## config.mk

```make
export PLATFORM = sky130hd
export DESIGN_NAME = usart_tx_rx_datapath
export DESIGN_NICKNAME = d
export VERILOG_FILES = /design/src/include/usart_pkg.sv /design/src/usart_tx_rx_datapath.sv
export VERILOG_INCLUDE_DIRS = /design/src /design/src/include
export SDC_FILE = /design/constraint.sdc
export NUM_CORES = 1
export LEC_CHECK = 0
export BUFFER_PORTS_ARGS = -buffer_cell sky130_fd_sc_hd__clkbuf_2
export CORE_MARGIN = 2
export CORE_UTILIZATION = 35
export CTS_CLUSTER_DIAMETER = 50
export CTS_CLUSTER_SIZE = 30
export DETAILED_ROUTE_END_ITERATION = 8
export GPL_ROUTABILITY_DRIVEN = 0
export HOLD_SLACK_MARGIN = 0.15
export SYNTH_ARGS = -nofsm -noshare
export SYNTH_HDL_FRONTEND = slang
export SYNTH_SLANG_ARGS = --single-unit
export TNS_END_PERCENT = 1
```

## constraint.sdc

```tcl
create_clock -name clk -period 5.8 [get_ports clk]
set_input_delay 0.58 -clock clk [delete_from_list [all_inputs] [get_ports clk]]
set_output_delay 0.58 -clock clk [all_outputs]
set_load 0.005 [all_outputs]
```

## src/include/usart_map.svh

```systemverilog
// Constants for the USART transmit and receive data path.
// Included by the data path file; holds definitions only.
`ifndef USART_MAP_SVH
`define USART_MAP_SVH

// Sample ticks per bit in asynchronous mode
`define TICKS_PER_BIT     16
// Tick index where a start bit is checked again (mid bit)
`define START_CHECK_TICK  4'h7
// Last tick of a bit period
`define LAST_TICK         4'hF
// Character size code that selects nine data bits
`define CHAR_SIZE_NINE    3'h7
// Default depths and widths
`define DEFAULT_FIFO_DEPTH 32
`define DEFAULT_RX_DEPTH   2
`define DEFAULT_DIV_WIDTH  12
// Reset level of the serial line (idle high)
`define LINE_IDLE         1'b1

`endif

```

## src/include/usart_pkg.sv

```systemverilog
// Types shared by the USART data path.
// Assumes no other package; constants live in usart_map.svh.
package usart_pkg;

  typedef enum logic [2:0] {TX_IDLE, TX_START, TX_DATA, TX_PAR, TX_STOP} tx_state_e;
  typedef enum logic [2:0] {RX_IDLE, RX_START, RX_DATA, RX_PAR, RX_STOP} rx_state_e;

  // Frame format and mode, shared by both directions
  typedef struct packed {
    logic       sync_mode;
    logic       clock_polarity;
    logic [2:0] char_size_field;
    logic       parity_enable_bit;
    logic       parity_odd;
    logic       two_stop;
  } frame_cfg_s;

  // One received character with its status
  typedef struct packed {
    logic       overrun;
    logic       frame_error;
    logic       parity_error;
    logic [8:0] data;
  } rx_word_s;

endpackage

```

## src/usart_tx_rx_datapath.sv

```systemverilog
// USART transmit and receive data path with receive FIFO.
// Assumes control bits come from flops on clk; serial pins are asynchronous.
// Notes on behaviour
// - Transmitter enable takes over the output pin
// - Sync mode transmits on external clock edges
// - Data write fills buffer and starts sending
// - Buffer loads shifter when idle or after stop
// - Short characters drop upper written bits
// - Ninth bit comes from ninth-bit control
// - Empty flag shows transmit buffer state
// - Data write clears the empty flag
// - Empty interrupt requested while flag and enable
// - Complete flag sets when frame out, buffer empty
// - Complete flag cleared by service or write-one
// - Complete interrupt requested when flag sets
// - Parity bit sent between data and stop
// - Disable waits for shifter and buffer empty
// - Receiver enable takes over the input pin
// - Sync mode samples on external clock edges
// - Reception starts on valid start bit only
// - Second stop bit is ignored
// - First stop bit moves frame to buffer
// - Short received characters read upper zeros
// - Receive flag shows unread characters exist
// - Two-deep buffer, overrun on further start
`timescale 1ns/1ps
`include "usart_map.svh"

module usart_fifo
  import usart_pkg::*;
#(
  parameter int WIDTH = 12,
  parameter int DEPTH = `DEFAULT_FIFO_DEPTH
) (
  input  wire logic             clk,
  input  wire logic             reset_n,
  input  wire logic             flush,
  input  wire logic             in_valid,
  output logic                  in_ready,
  input  wire logic [WIDTH-1:0] in_data,
  output logic                  out_valid,
  input  wire logic             out_ready,
  output logic      [WIDTH-1:0] out_data
);
  localparam int AW = (DEPTH > 1) ? $clog2(DEPTH) : 1;

  if (DEPTH < 1 || WIDTH < 1) begin : g_check
    $error("usart_fifo: DEPTH and WIDTH must be at least 1");
  end

  logic [WIDTH-1:0] mem [DEPTH];
  logic [AW-1:0]    wr_ptr_r;
  logic [AW-1:0]    rd_ptr_r;
  logic [AW:0]      count_r;
  logic             push;
  logic             pop;

  // Handshakes; full refuses the source
  assign in_ready  = (count_r != (AW+1)'(DEPTH));
  assign out_valid = (count_r != '0);
  assign push      = in_valid && in_ready;
  assign pop       = out_valid && out_ready;
  assign out_data  = mem[rd_ptr_r];

  // Storage
  always_ff @(posedge clk) begin
    if (push) begin
      mem[wr_ptr_r] <= in_data;
    end
  end

  // Pointers and fill level, wrapping at DEPTH
  always_ff @(posedge clk or negedge reset_n) begin
    if (!reset_n) begin
      wr_ptr_r <= '0;
      rd_ptr_r <= '0;
      count_r  <= '0;
    end else if (flush) begin
      wr_ptr_r <= '0;
      rd_ptr_r <= '0;
      count_r  <= '0;
    end else begin
      if (push) begin
        wr_ptr_r <= (wr_ptr_r == AW'(DEPTH-1)) ? '0 : wr_ptr_r + 1'b1;
      end
      if (pop) begin
        rd_ptr_r <= (rd_ptr_r == AW'(DEPTH-1)) ? '0 : rd_ptr_r + 1'b1;
      end
      count_r <= count_r + (AW+1)'(push) - (AW+1)'(pop);
    end
  end
endmodule

module usart_tx_rx_datapath
  import usart_pkg::*;
#(
  parameter int DIV_WIDTH = `DEFAULT_DIV_WIDTH,
  parameter int RX_DEPTH  = `DEFAULT_RX_DEPTH
) (
  input  wire logic                 clk,
  input  wire logic                 reset_n,
  input  wire frame_cfg_s           frame_cfg,
  input  wire logic [DIV_WIDTH-1:0] baud_divisor,
  input  wire logic                 transmitter_enable,
  input  wire logic                 receiver_enable,
  input  wire logic                 transmit_ninth_bit,
  input  wire logic                 buffer_empty_irq_enable,
  input  wire logic                 transmit_complete_irq_enable,
  input  wire logic                 data_wr,
  input  wire logic [7:0]           data_wdata,
  input  wire logic                 data_rd,
  input  wire logic                 txc_clear,
  input  wire logic                 txc_irq_ack,
  input  wire logic                 serial_in_pin,
  input  wire logic                 serial_clock_pin,
  output logic                      serial_out_pin_o,
  output logic                      serial_out_pin_oe,
  output logic                      serial_in_owned,
  output logic                      buffer_empty_flag,
  output logic                      transmit_complete_flag,
  output logic                      receive_complete_flag,
  output rx_word_s                  rx_word,
  output logic                      buffer_empty_irq,
  output logic                      transmit_complete_irq
);
  if (DIV_WIDTH < 1 || RX_DEPTH < 2) begin : g_check
    $error("usart: DIV_WIDTH >= 1 and RX_DEPTH >= 2 required");
  end

  // Data bits per character from the size code
  function automatic logic [3:0] char_bits(input logic [2:0] code);
    unique case (code)
      3'h0:            char_bits = 4'h5;
      3'h1:            char_bits = 4'h6;
      3'h2:            char_bits = 4'h7;
      `CHAR_SIZE_NINE: char_bits = 4'h9;
      default:         char_bits = 4'h8;
    endcase
  endfunction

  logic [3:0]           nbits;
  logic [8:0]           char_mask;
  logic                 rxd_s1_r, rxd_s2_r;
  logic                 xck_s1_r, xck_s2_r, xck_s3_r;
  logic                 xck_rise, change_edge, samp_edge;
  logic [DIV_WIDTH-1:0] baud_cnt_r;
  logic                 tick;

  assign nbits     = char_bits(frame_cfg.char_size_field);
  assign char_mask = ~(9'h1FF << nbits);

  // Two-stage synchronisers; edge detect reads only later stages
  always_ff @(posedge clk or negedge reset_n) begin
    if (!reset_n) begin
      rxd_s1_r <= `LINE_IDLE;
      rxd_s2_r <= `LINE_IDLE;
      xck_s1_r <= 1'b0;
      xck_s2_r <= 1'b0;
      xck_s3_r <= 1'b0;
    end else begin
      rxd_s1_r <= serial_in_pin;
      rxd_s2_r <= rxd_s1_r;
      xck_s1_r <= serial_clock_pin;
      xck_s2_r <= xck_s1_r;
      xck_s3_r <= xck_s2_r;
    end
  end

  // Data changes on one external edge and is sampled on the other
  assign xck_rise    = xck_s2_r && !xck_s3_r;
  assign change_edge = frame_cfg.clock_polarity ? (xck_s3_r && !xck_s2_r) : xck_rise;
  assign samp_edge   = frame_cfg.clock_polarity ? xck_rise : (xck_s3_r && !xck_s2_r);

  // Baud divider gives one tick per sixteenth of a bit
  assign tick = (baud_cnt_r == baud_divisor);
  always_ff @(posedge clk or negedge reset_n) begin
    if (!reset_n) begin
      baud_cnt_r <= '0;
    end else begin
      baud_cnt_r <= tick ? '0 : baud_cnt_r + 1'b1;
    end
  end

  // ---------------- transmitter ----------------
  tx_state_e  tx_state_r;
  logic       buf_full_r;
  logic [8:0] buf_data_r;
  logic [8:0] tx_sh_r;
  logic [3:0] tx_cnt_r;
  logic [3:0] tx_tcnt_r;
  logic       tx_par_r;
  logic       tx_stop2_r;
  logic       tx_line_r;
  logic       tx_own_r;
  logic       txc_r;
  logic       tx_step, tx_last_stop, tx_load, txc_set;
  logic [8:0] tx_char;

  assign tx_step      = frame_cfg.sync_mode ? change_edge : (tick && tx_tcnt_r == `LAST_TICK);
  assign tx_last_stop = (tx_state_r == TX_STOP) && tx_step && (!frame_cfg.two_stop || tx_stop2_r);
  assign tx_load      = buf_full_r && tx_own_r && (tx_state_r == TX_IDLE || tx_last_stop);
  assign txc_set      = tx_last_stop && !buf_full_r;
  assign tx_char      = buf_data_r & char_mask;

  // Single transmit buffer; a write overwrites an unsent character
  always_ff @(posedge clk or negedge reset_n) begin
    if (!reset_n) begin
      buf_full_r <= 1'b0;
      buf_data_r <= '0;
    end else if (data_wr) begin
      buf_full_r <= 1'b1;
      buf_data_r <= {transmit_ninth_bit, data_wdata};
    end else if (tx_load) begin
      buf_full_r <= 1'b0;
    end
  end

  // Pin ownership is kept until both buffer and shifter drain
  always_ff @(posedge clk or negedge reset_n) begin
    if (!reset_n) begin
      tx_own_r <= 1'b0;
    end else if (transmitter_enable) begin
      tx_own_r <= 1'b1;
    end else if (tx_state_r == TX_IDLE && !buf_full_r) begin
      tx_own_r <= 1'b0;
    end
  end

  // Frame sequencer: start, data LSB first, parity, stop bits
  always_ff @(posedge clk or negedge reset_n) begin
    if (!reset_n) begin
      tx_state_r <= TX_IDLE;
      tx_sh_r    <= '0;
      tx_cnt_r   <= '0;
      tx_tcnt_r  <= '0;
      tx_par_r   <= 1'b0;
      tx_stop2_r <= 1'b0;
      tx_line_r  <= `LINE_IDLE;
    end else if (tx_load) begin
      tx_state_r <= TX_START;
      tx_sh_r    <= tx_char;
      tx_par_r   <= (^tx_char) ^ frame_cfg.parity_odd;
      tx_tcnt_r  <= '0;
      tx_stop2_r <= 1'b0;
      tx_line_r  <= 1'b0;
    end else begin
      tx_tcnt_r <= (tx_state_r == TX_IDLE) ? '0 : tx_tcnt_r + 4'(tick);
      if (tx_step) begin
        unique case (tx_state_r)
          TX_IDLE: tx_line_r <= `LINE_IDLE;
          TX_START: begin
            tx_state_r <= TX_DATA;
            tx_line_r  <= tx_sh_r[0];
            tx_sh_r    <= tx_sh_r >> 1;
            tx_cnt_r   <= 4'h1;
          end
          TX_DATA: begin
            if (tx_cnt_r == nbits) begin
              tx_state_r <= frame_cfg.parity_enable_bit ? TX_PAR : TX_STOP;
              tx_line_r  <= frame_cfg.parity_enable_bit ? tx_par_r : `LINE_IDLE;
            end else begin
              tx_line_r <= tx_sh_r[0];
              tx_sh_r   <= tx_sh_r >> 1;
              tx_cnt_r  <= tx_cnt_r + 4'h1;
            end
          end
          TX_PAR: begin
            tx_state_r <= TX_STOP;
            tx_line_r  <= `LINE_IDLE;
          end
          TX_STOP: begin
            tx_stop2_r <= 1'b1;
            if (tx_last_stop) begin
              tx_state_r <= TX_IDLE;
            end
          end
        endcase
      end
    end
  end

  // Transmit complete; a new set wins over a clear in the same cycle
  always_ff @(posedge clk or negedge reset_n) begin
    if (!reset_n) begin
      txc_r <= 1'b0;
    end else if (txc_set) begin
      txc_r <= 1'b1;
    end else if (txc_clear || txc_irq_ack) begin
      txc_r <= 1'b0;
    end
  end

  // Pin and flag outputs
  assign serial_out_pin_o       = tx_line_r;
  assign serial_out_pin_oe      = tx_own_r;
  assign buffer_empty_flag      = !buf_full_r;
  assign transmit_complete_flag = txc_r;
  assign buffer_empty_irq       = buffer_empty_irq_enable && !buf_full_r;
  assign transmit_complete_irq  = transmit_complete_irq_enable && txc_r;

  // ---------------- receiver ----------------
  rx_state_e  rx_state_r;
  logic [8:0] rx_sh_r;
  logic [3:0] rx_cnt_r;
  logic [3:0] rx_tcnt_r;
  logic       rx_par_r;
  logic       pend_valid_r;
  rx_word_s   pend_word_r;
  rx_word_s   fifo_in;
  logic       dor_r;
  logic       fifo_ready;
  logic       rx_samp, rx_start_seen;

  assign serial_in_owned = receiver_enable;
  assign rx_samp       = frame_cfg.sync_mode ? samp_edge : (tick && rx_tcnt_r == `LAST_TICK);
  assign rx_start_seen = (rx_state_r == RX_IDLE) && !rxd_s2_r && (!frame_cfg.sync_mode || samp_edge);

  // Frame receiver; only the first stop bit is looked at
  always_ff @(posedge clk or negedge reset_n) begin
    if (!reset_n) begin
      rx_state_r  <= RX_IDLE;
      rx_sh_r     <= '0;
      rx_cnt_r    <= '0;
      rx_tcnt_r   <= '0;
      rx_par_r    <= 1'b0;
      pend_word_r <= '0;
    end else if (!receiver_enable) begin
      rx_state_r <= RX_IDLE;
    end else begin
      rx_tcnt_r <= rx_tcnt_r + 4'(tick);
      unique case (rx_state_r)
        RX_IDLE: begin
          rx_tcnt_r <= '0;
          rx_cnt_r  <= '0;
          rx_par_r  <= 1'b0;
          if (rx_start_seen) begin
            rx_state_r <= frame_cfg.sync_mode ? RX_DATA : RX_START;
          end
        end
        RX_START: begin
          if (tick && rx_tcnt_r == `START_CHECK_TICK) begin
            rx_tcnt_r  <= '0;
            rx_state_r <= rxd_s2_r ? RX_IDLE : RX_DATA;
          end
        end
        RX_DATA: begin
          if (rx_samp) begin
            rx_sh_r  <= {rxd_s2_r, rx_sh_r[8:1]};
            rx_par_r <= rx_par_r ^ rxd_s2_r;
            rx_cnt_r <= rx_cnt_r + 4'h1;
            if (rx_cnt_r == nbits - 4'h1) begin
              rx_state_r <= frame_cfg.parity_enable_bit ? RX_PAR : RX_STOP;
            end
          end
        end
        RX_PAR: begin
          if (rx_samp) begin
            rx_par_r   <= rx_par_r ^ rxd_s2_r ^ frame_cfg.parity_odd;
            rx_state_r <= RX_STOP;
          end
        end
        RX_STOP: begin
          if (rx_samp) begin
            pend_word_r.overrun      <= 1'b0;
            pend_word_r.frame_error  <= !rxd_s2_r;
            pend_word_r.parity_error <= frame_cfg.parity_enable_bit && rx_par_r;
            pend_word_r.data         <= rx_sh_r >> (4'h9 - nbits);
            rx_state_r               <= RX_IDLE;
          end
        end
      endcase
    end
  end

  // Completed frame waits here while the buffer is full
  always_ff @(posedge clk or negedge reset_n) begin
    if (!reset_n) begin
      pend_valid_r <= 1'b0;
    end else if (!receiver_enable) begin
      pend_valid_r <= 1'b0;
    end else if (rx_state_r == RX_STOP && rx_samp) begin
      pend_valid_r <= 1'b1;
    end else if (fifo_ready) begin
      pend_valid_r <= 1'b0;
    end
  end

  // Overrun: buffer full, frame waiting, new start bit; set wins
  always_ff @(posedge clk or negedge reset_n) begin
    if (!reset_n) begin
      dor_r <= 1'b0;
    end else if (!receiver_enable) begin
      dor_r <= 1'b0;
    end else if (rx_start_seen && pend_valid_r && !fifo_ready) begin
      dor_r <= 1'b1;
    end else if (pend_valid_r && fifo_ready) begin
      dor_r <= 1'b0;
    end
  end

  // Overrun travels with the next character stored
  always_comb begin
    fifo_in         = pend_word_r;
    fifo_in.overrun = dor_r;
  end

  usart_fifo #(
    .WIDTH ($bits(rx_word_s)),
    .DEPTH (RX_DEPTH)
  ) u_rx_buf (
    .clk       (clk),
    .reset_n   (reset_n),
    .flush     (!receiver_enable),
    .in_valid  (pend_valid_r),
    .in_ready  (fifo_ready),
    .in_data   (fifo_in),
    .out_valid (receive_complete_flag),
    .out_ready (data_rd),
    .out_data  (rx_word)
  );
endmodule

```

==> impl_metrics.toml <==
[hold_path]
worst_hold_path.num_cells = 1
min_from = "serial_in_pin"
hold_class = "primary input to flip-flop"
min_to = "rxd_s1_r$_DFF_PN1_"

[detailed_routing]
drt_iter0_drc = 298
viasPerCell = 5.22
via_count = 4407
wl_mm = 13.0
drc = 0
first_pass_iters = 6
wl_per_cell_um = 15.4
ant_nets = 0

[logic_synthesis]
netlist_instances = 549
synth_seq_area_share_pct = 49.5
syn_area_per_cell_sq_um = 11.0
synth-async-reset-ratio_pct = 78.9
synth_nets = 606
ys_seq_elements = 114
yosys_warnings = 0
synth_ff_type = "dfrtp_1"
synth_edf_count = 24
yosys.cell_types.count = 67
syn_area_sq_um = 6020

[setup_path]
cpLargestDelayFamily = "simple AND/OR/NAND/NOR gates"
cp_max_fo = 14
critPathRequiredTime_ns = 6.16
reg2reg_from = "baud_cnt_r[7]$_DFF_PN0_"
crit_path_end_kind = "flip-flop"
crit_path_cell_trace = "xor2_1 > nor4_2 > and3_1 > ha_1 > and3_1 > nor4bb_1 > a21o_1"
slowest_stage = "nor4_2"
crit_path_frequent_cell = "and3_1"
crit_buf_inv = 0
rr_endpoint = "rx_tcnt_r[3]$_DFFE_PN0P_"
critPathKind = "flip-flop to flip-flop"
rrSetupSlack_ns = 2.96
r2r_cells = 7
arrival_ns = 3.20
cpPeakStageDelay_ns = 0.71
startpoint_type = "flip-flop"

[layout]
fill_cells = 1633
area_delta_synth_final_pct = 17.8
fin_nets = 669
final_cell_mix = "dfrtp_1, clkbuf_2, nand2_1"
layout-drive-gt1-share_pct = 24.2
diodes = 0
final_common_cell = "dfrtp_1"
stdcell_count = 845

[clock_network]
clkSlewWorstSetupHoldPaths_ns = 0.06
cts.sinks = 114
clk_latency_ns = 0.42
cts_max_level = 4
cts_buffers = 17
ctsRootBufferMaster = "clkbuf_16"
cts_tree = "yes"
clockBufferDepth = 2

[timing]
rsz0062_at_grt = "false"
max_freq_mhz = 352
drv_slew = 0
period_share_pct = 49.0
min_period_ns = 2.84
tightest_slew_ns = 1.18
setup_tns_ns = 0
hold_viol = 0
slew_headroom_pct = 20.6
skew_ns = 0.00612
setup_viol = 0

[die]
core_area_sq_um = 16700
ios = 61
die-width_um = 135
start_util_pct = 36.0
die_h_um = 135
rows = 47
die-area_sq_um = 18300

[grt]
grt_util_all_layers_pct = 15.4
grt_pass1_vias = 4451
antenna_found_initial = 0
grt_start_max_net_pins = 54
overflow = 0
grt_pass1_wl_mm = 22.1

[pwr]
intPower_uw = 1810
seqPwrFrac_pct = 39.2
switching_power_uw = 868
p_comb_share_pct = 24.0
leakage_uw = 0.00321
power_frac_clock_pct = 36.8
swShare_pct = 32.4
power_density_nw_per_um2 = 378
max-vdd-ir-drop_uv = 210

[flow_run]
maxCapViolCount = 0

[placement]
post-dp-hpwl_mm = 9.25
place_inst = 812
portBuffers = 60

[run_status]
status = "finished, final reports clean"
## per-layer routing
| layer | up-vias | global-route usage (%) | wire (um) |
|---|---|---|---|
| met2 | 125 | 25.0 | 6250 |
| met3 | 19 | 4.34 | 690 |
| met5 | - | 0 | 0 |
| met1 | 2136 | 19.6 | 5820 |
| li1 | 2127 | - | - |
| met4 | 0 | 6.02 | 226 |
## cell usage after synthesis (6+ instances only)
master     n  share of area, %
dfrtp_1   87                36
nand2_1   47               2.9
mux2_2    34               6.4
nor2_1    32               2.0
o21ai_0   28               2.3
edfxtp_1  24                12
xor2_1    24               3.5
inv_1     18               1.1
ha_1      16               3.3
xnor2_1   15               2.2
a21oi_1   13               1.1
mux2i_1   13               2.2
and2_1    12               1.2
nand3_1   12               1.0
and3_1    11               1.1
nand2b_1  10               1.0
nor2b_1   10               1.0
clkbuf_1   9              0.56
nand4_1    8              0.83
a21o_1     6              0.75
a221o_1    6               1.0
a22o_1     6              0.87
a31oi_1    6              0.62
nor3_1     6              0.50
o31ai_1    6              0.75
## area by class of cell
type                    count  area (sq um)  area share (%)
multi-input cells         397          2880            40.6
well taps                 220           275            3.88
repair buffers             63           328            4.62
clock buffers              18           429            6.05
clock inverters            14           130            1.84
flip-flops and latches    114          2980            42.0
inverters                  19          71.3            1.01
## registers in the layout (all words and copies together) (netlist names), 2 cells and up
register          count
tx_cnt_r              4
tx_state_r            3
tx_tcnt_r             4
u_rx_buf.count_r      2
rx_state_r            3
u_rx_buf.mem         24
rx_cnt_r              4
rx_tcnt_r             4
tx_sh_r               9
fifo_in              11
buf_data_r            9
rx_sh_r               9
baud_cnt_r           12
## metrics by stage
step | utilization, % | cell area, sq um | power [uW] | setup WS, ns | hold slack (ns)
3_3_place_gp | 39.0 | 6520 | 1690 | 2.60 | 0.339
2_1_floorplan | - | 6020 | 1510 | 2.89 | 0.284
5_1_grt | 42.5 | 7090 | 2850 | 2.73 | 0.249
3_5_place_dp | 39.0 | 6520 | 1710 | 2.53 | 0.342
4_1_cts | 42.5 | 7090 | 2710 | 2.98 | 0.245
6_report | 42.5 | 7090 | 2680 | 2.96 | 0.266
## worst max path at each step
stage	to	depth (start not counted)	slack, ns	startpoint
3_3_place_gp	rx_state_r[0]$_DFFE_PN0P_	11	2.60	frame_cfg[5]
4_1_cts	rx_tcnt_r[2]$_DFFE_PN0P_	7	2.98	baud_cnt_r[7]$_DFF_PN0_
6_report	rx_tcnt_r[3]$_DFFE_PN0P_	7	2.96	baud_cnt_r[7]$_DFF_PN0_
5_1_grt	rx_tcnt_r[3]$_DFFE_PN0P_	7	2.73	baud_cnt_r[7]$_DFF_PN0_
2_1_floorplan	rx_state_r[1]$_DFFE_PN0P_	12	2.89	frame_cfg[4]
3_5_place_dp	rx_state_r[0]$_DFFE_PN0P_	10	2.53	frame_cfg[3]
## power groups by stage
stage | Clock (uW) | Combinational, uW | Sequential, uW
2_1_floorplan | 0 | 503 | 1010
3_3_place_gp | 0 | 630 | 1060
3_5_place_dp | 0 | 642 | 1060
4_1_cts | 1010 | 649 | 1050
5_1_grt | 1050 | 731 | 1070
6_report | 986 | 643 | 1050
## cells by family (layout without fill, tap and decap cells)
kind of cell	after synthesis	after routing	share of synthesized area (%)
flops	114	114	49.5
simple gates	181	181	16.3
mux	50	50	9.65
fa+ha+maj	16	16	3.33
compound gates	111	111	12.8
buf+inv	38	114	2.79
xor+xnor	39	39	5.68
## repair_timing
action	CTS	global route
buffers inserted	0	0
gates resized for setup	0	0
endpoints found under the setup margin	0	0
hold buffers	1	0
hold endpoints to repair	36	0
Note: power is estimated with default switching activity, not from simulation.
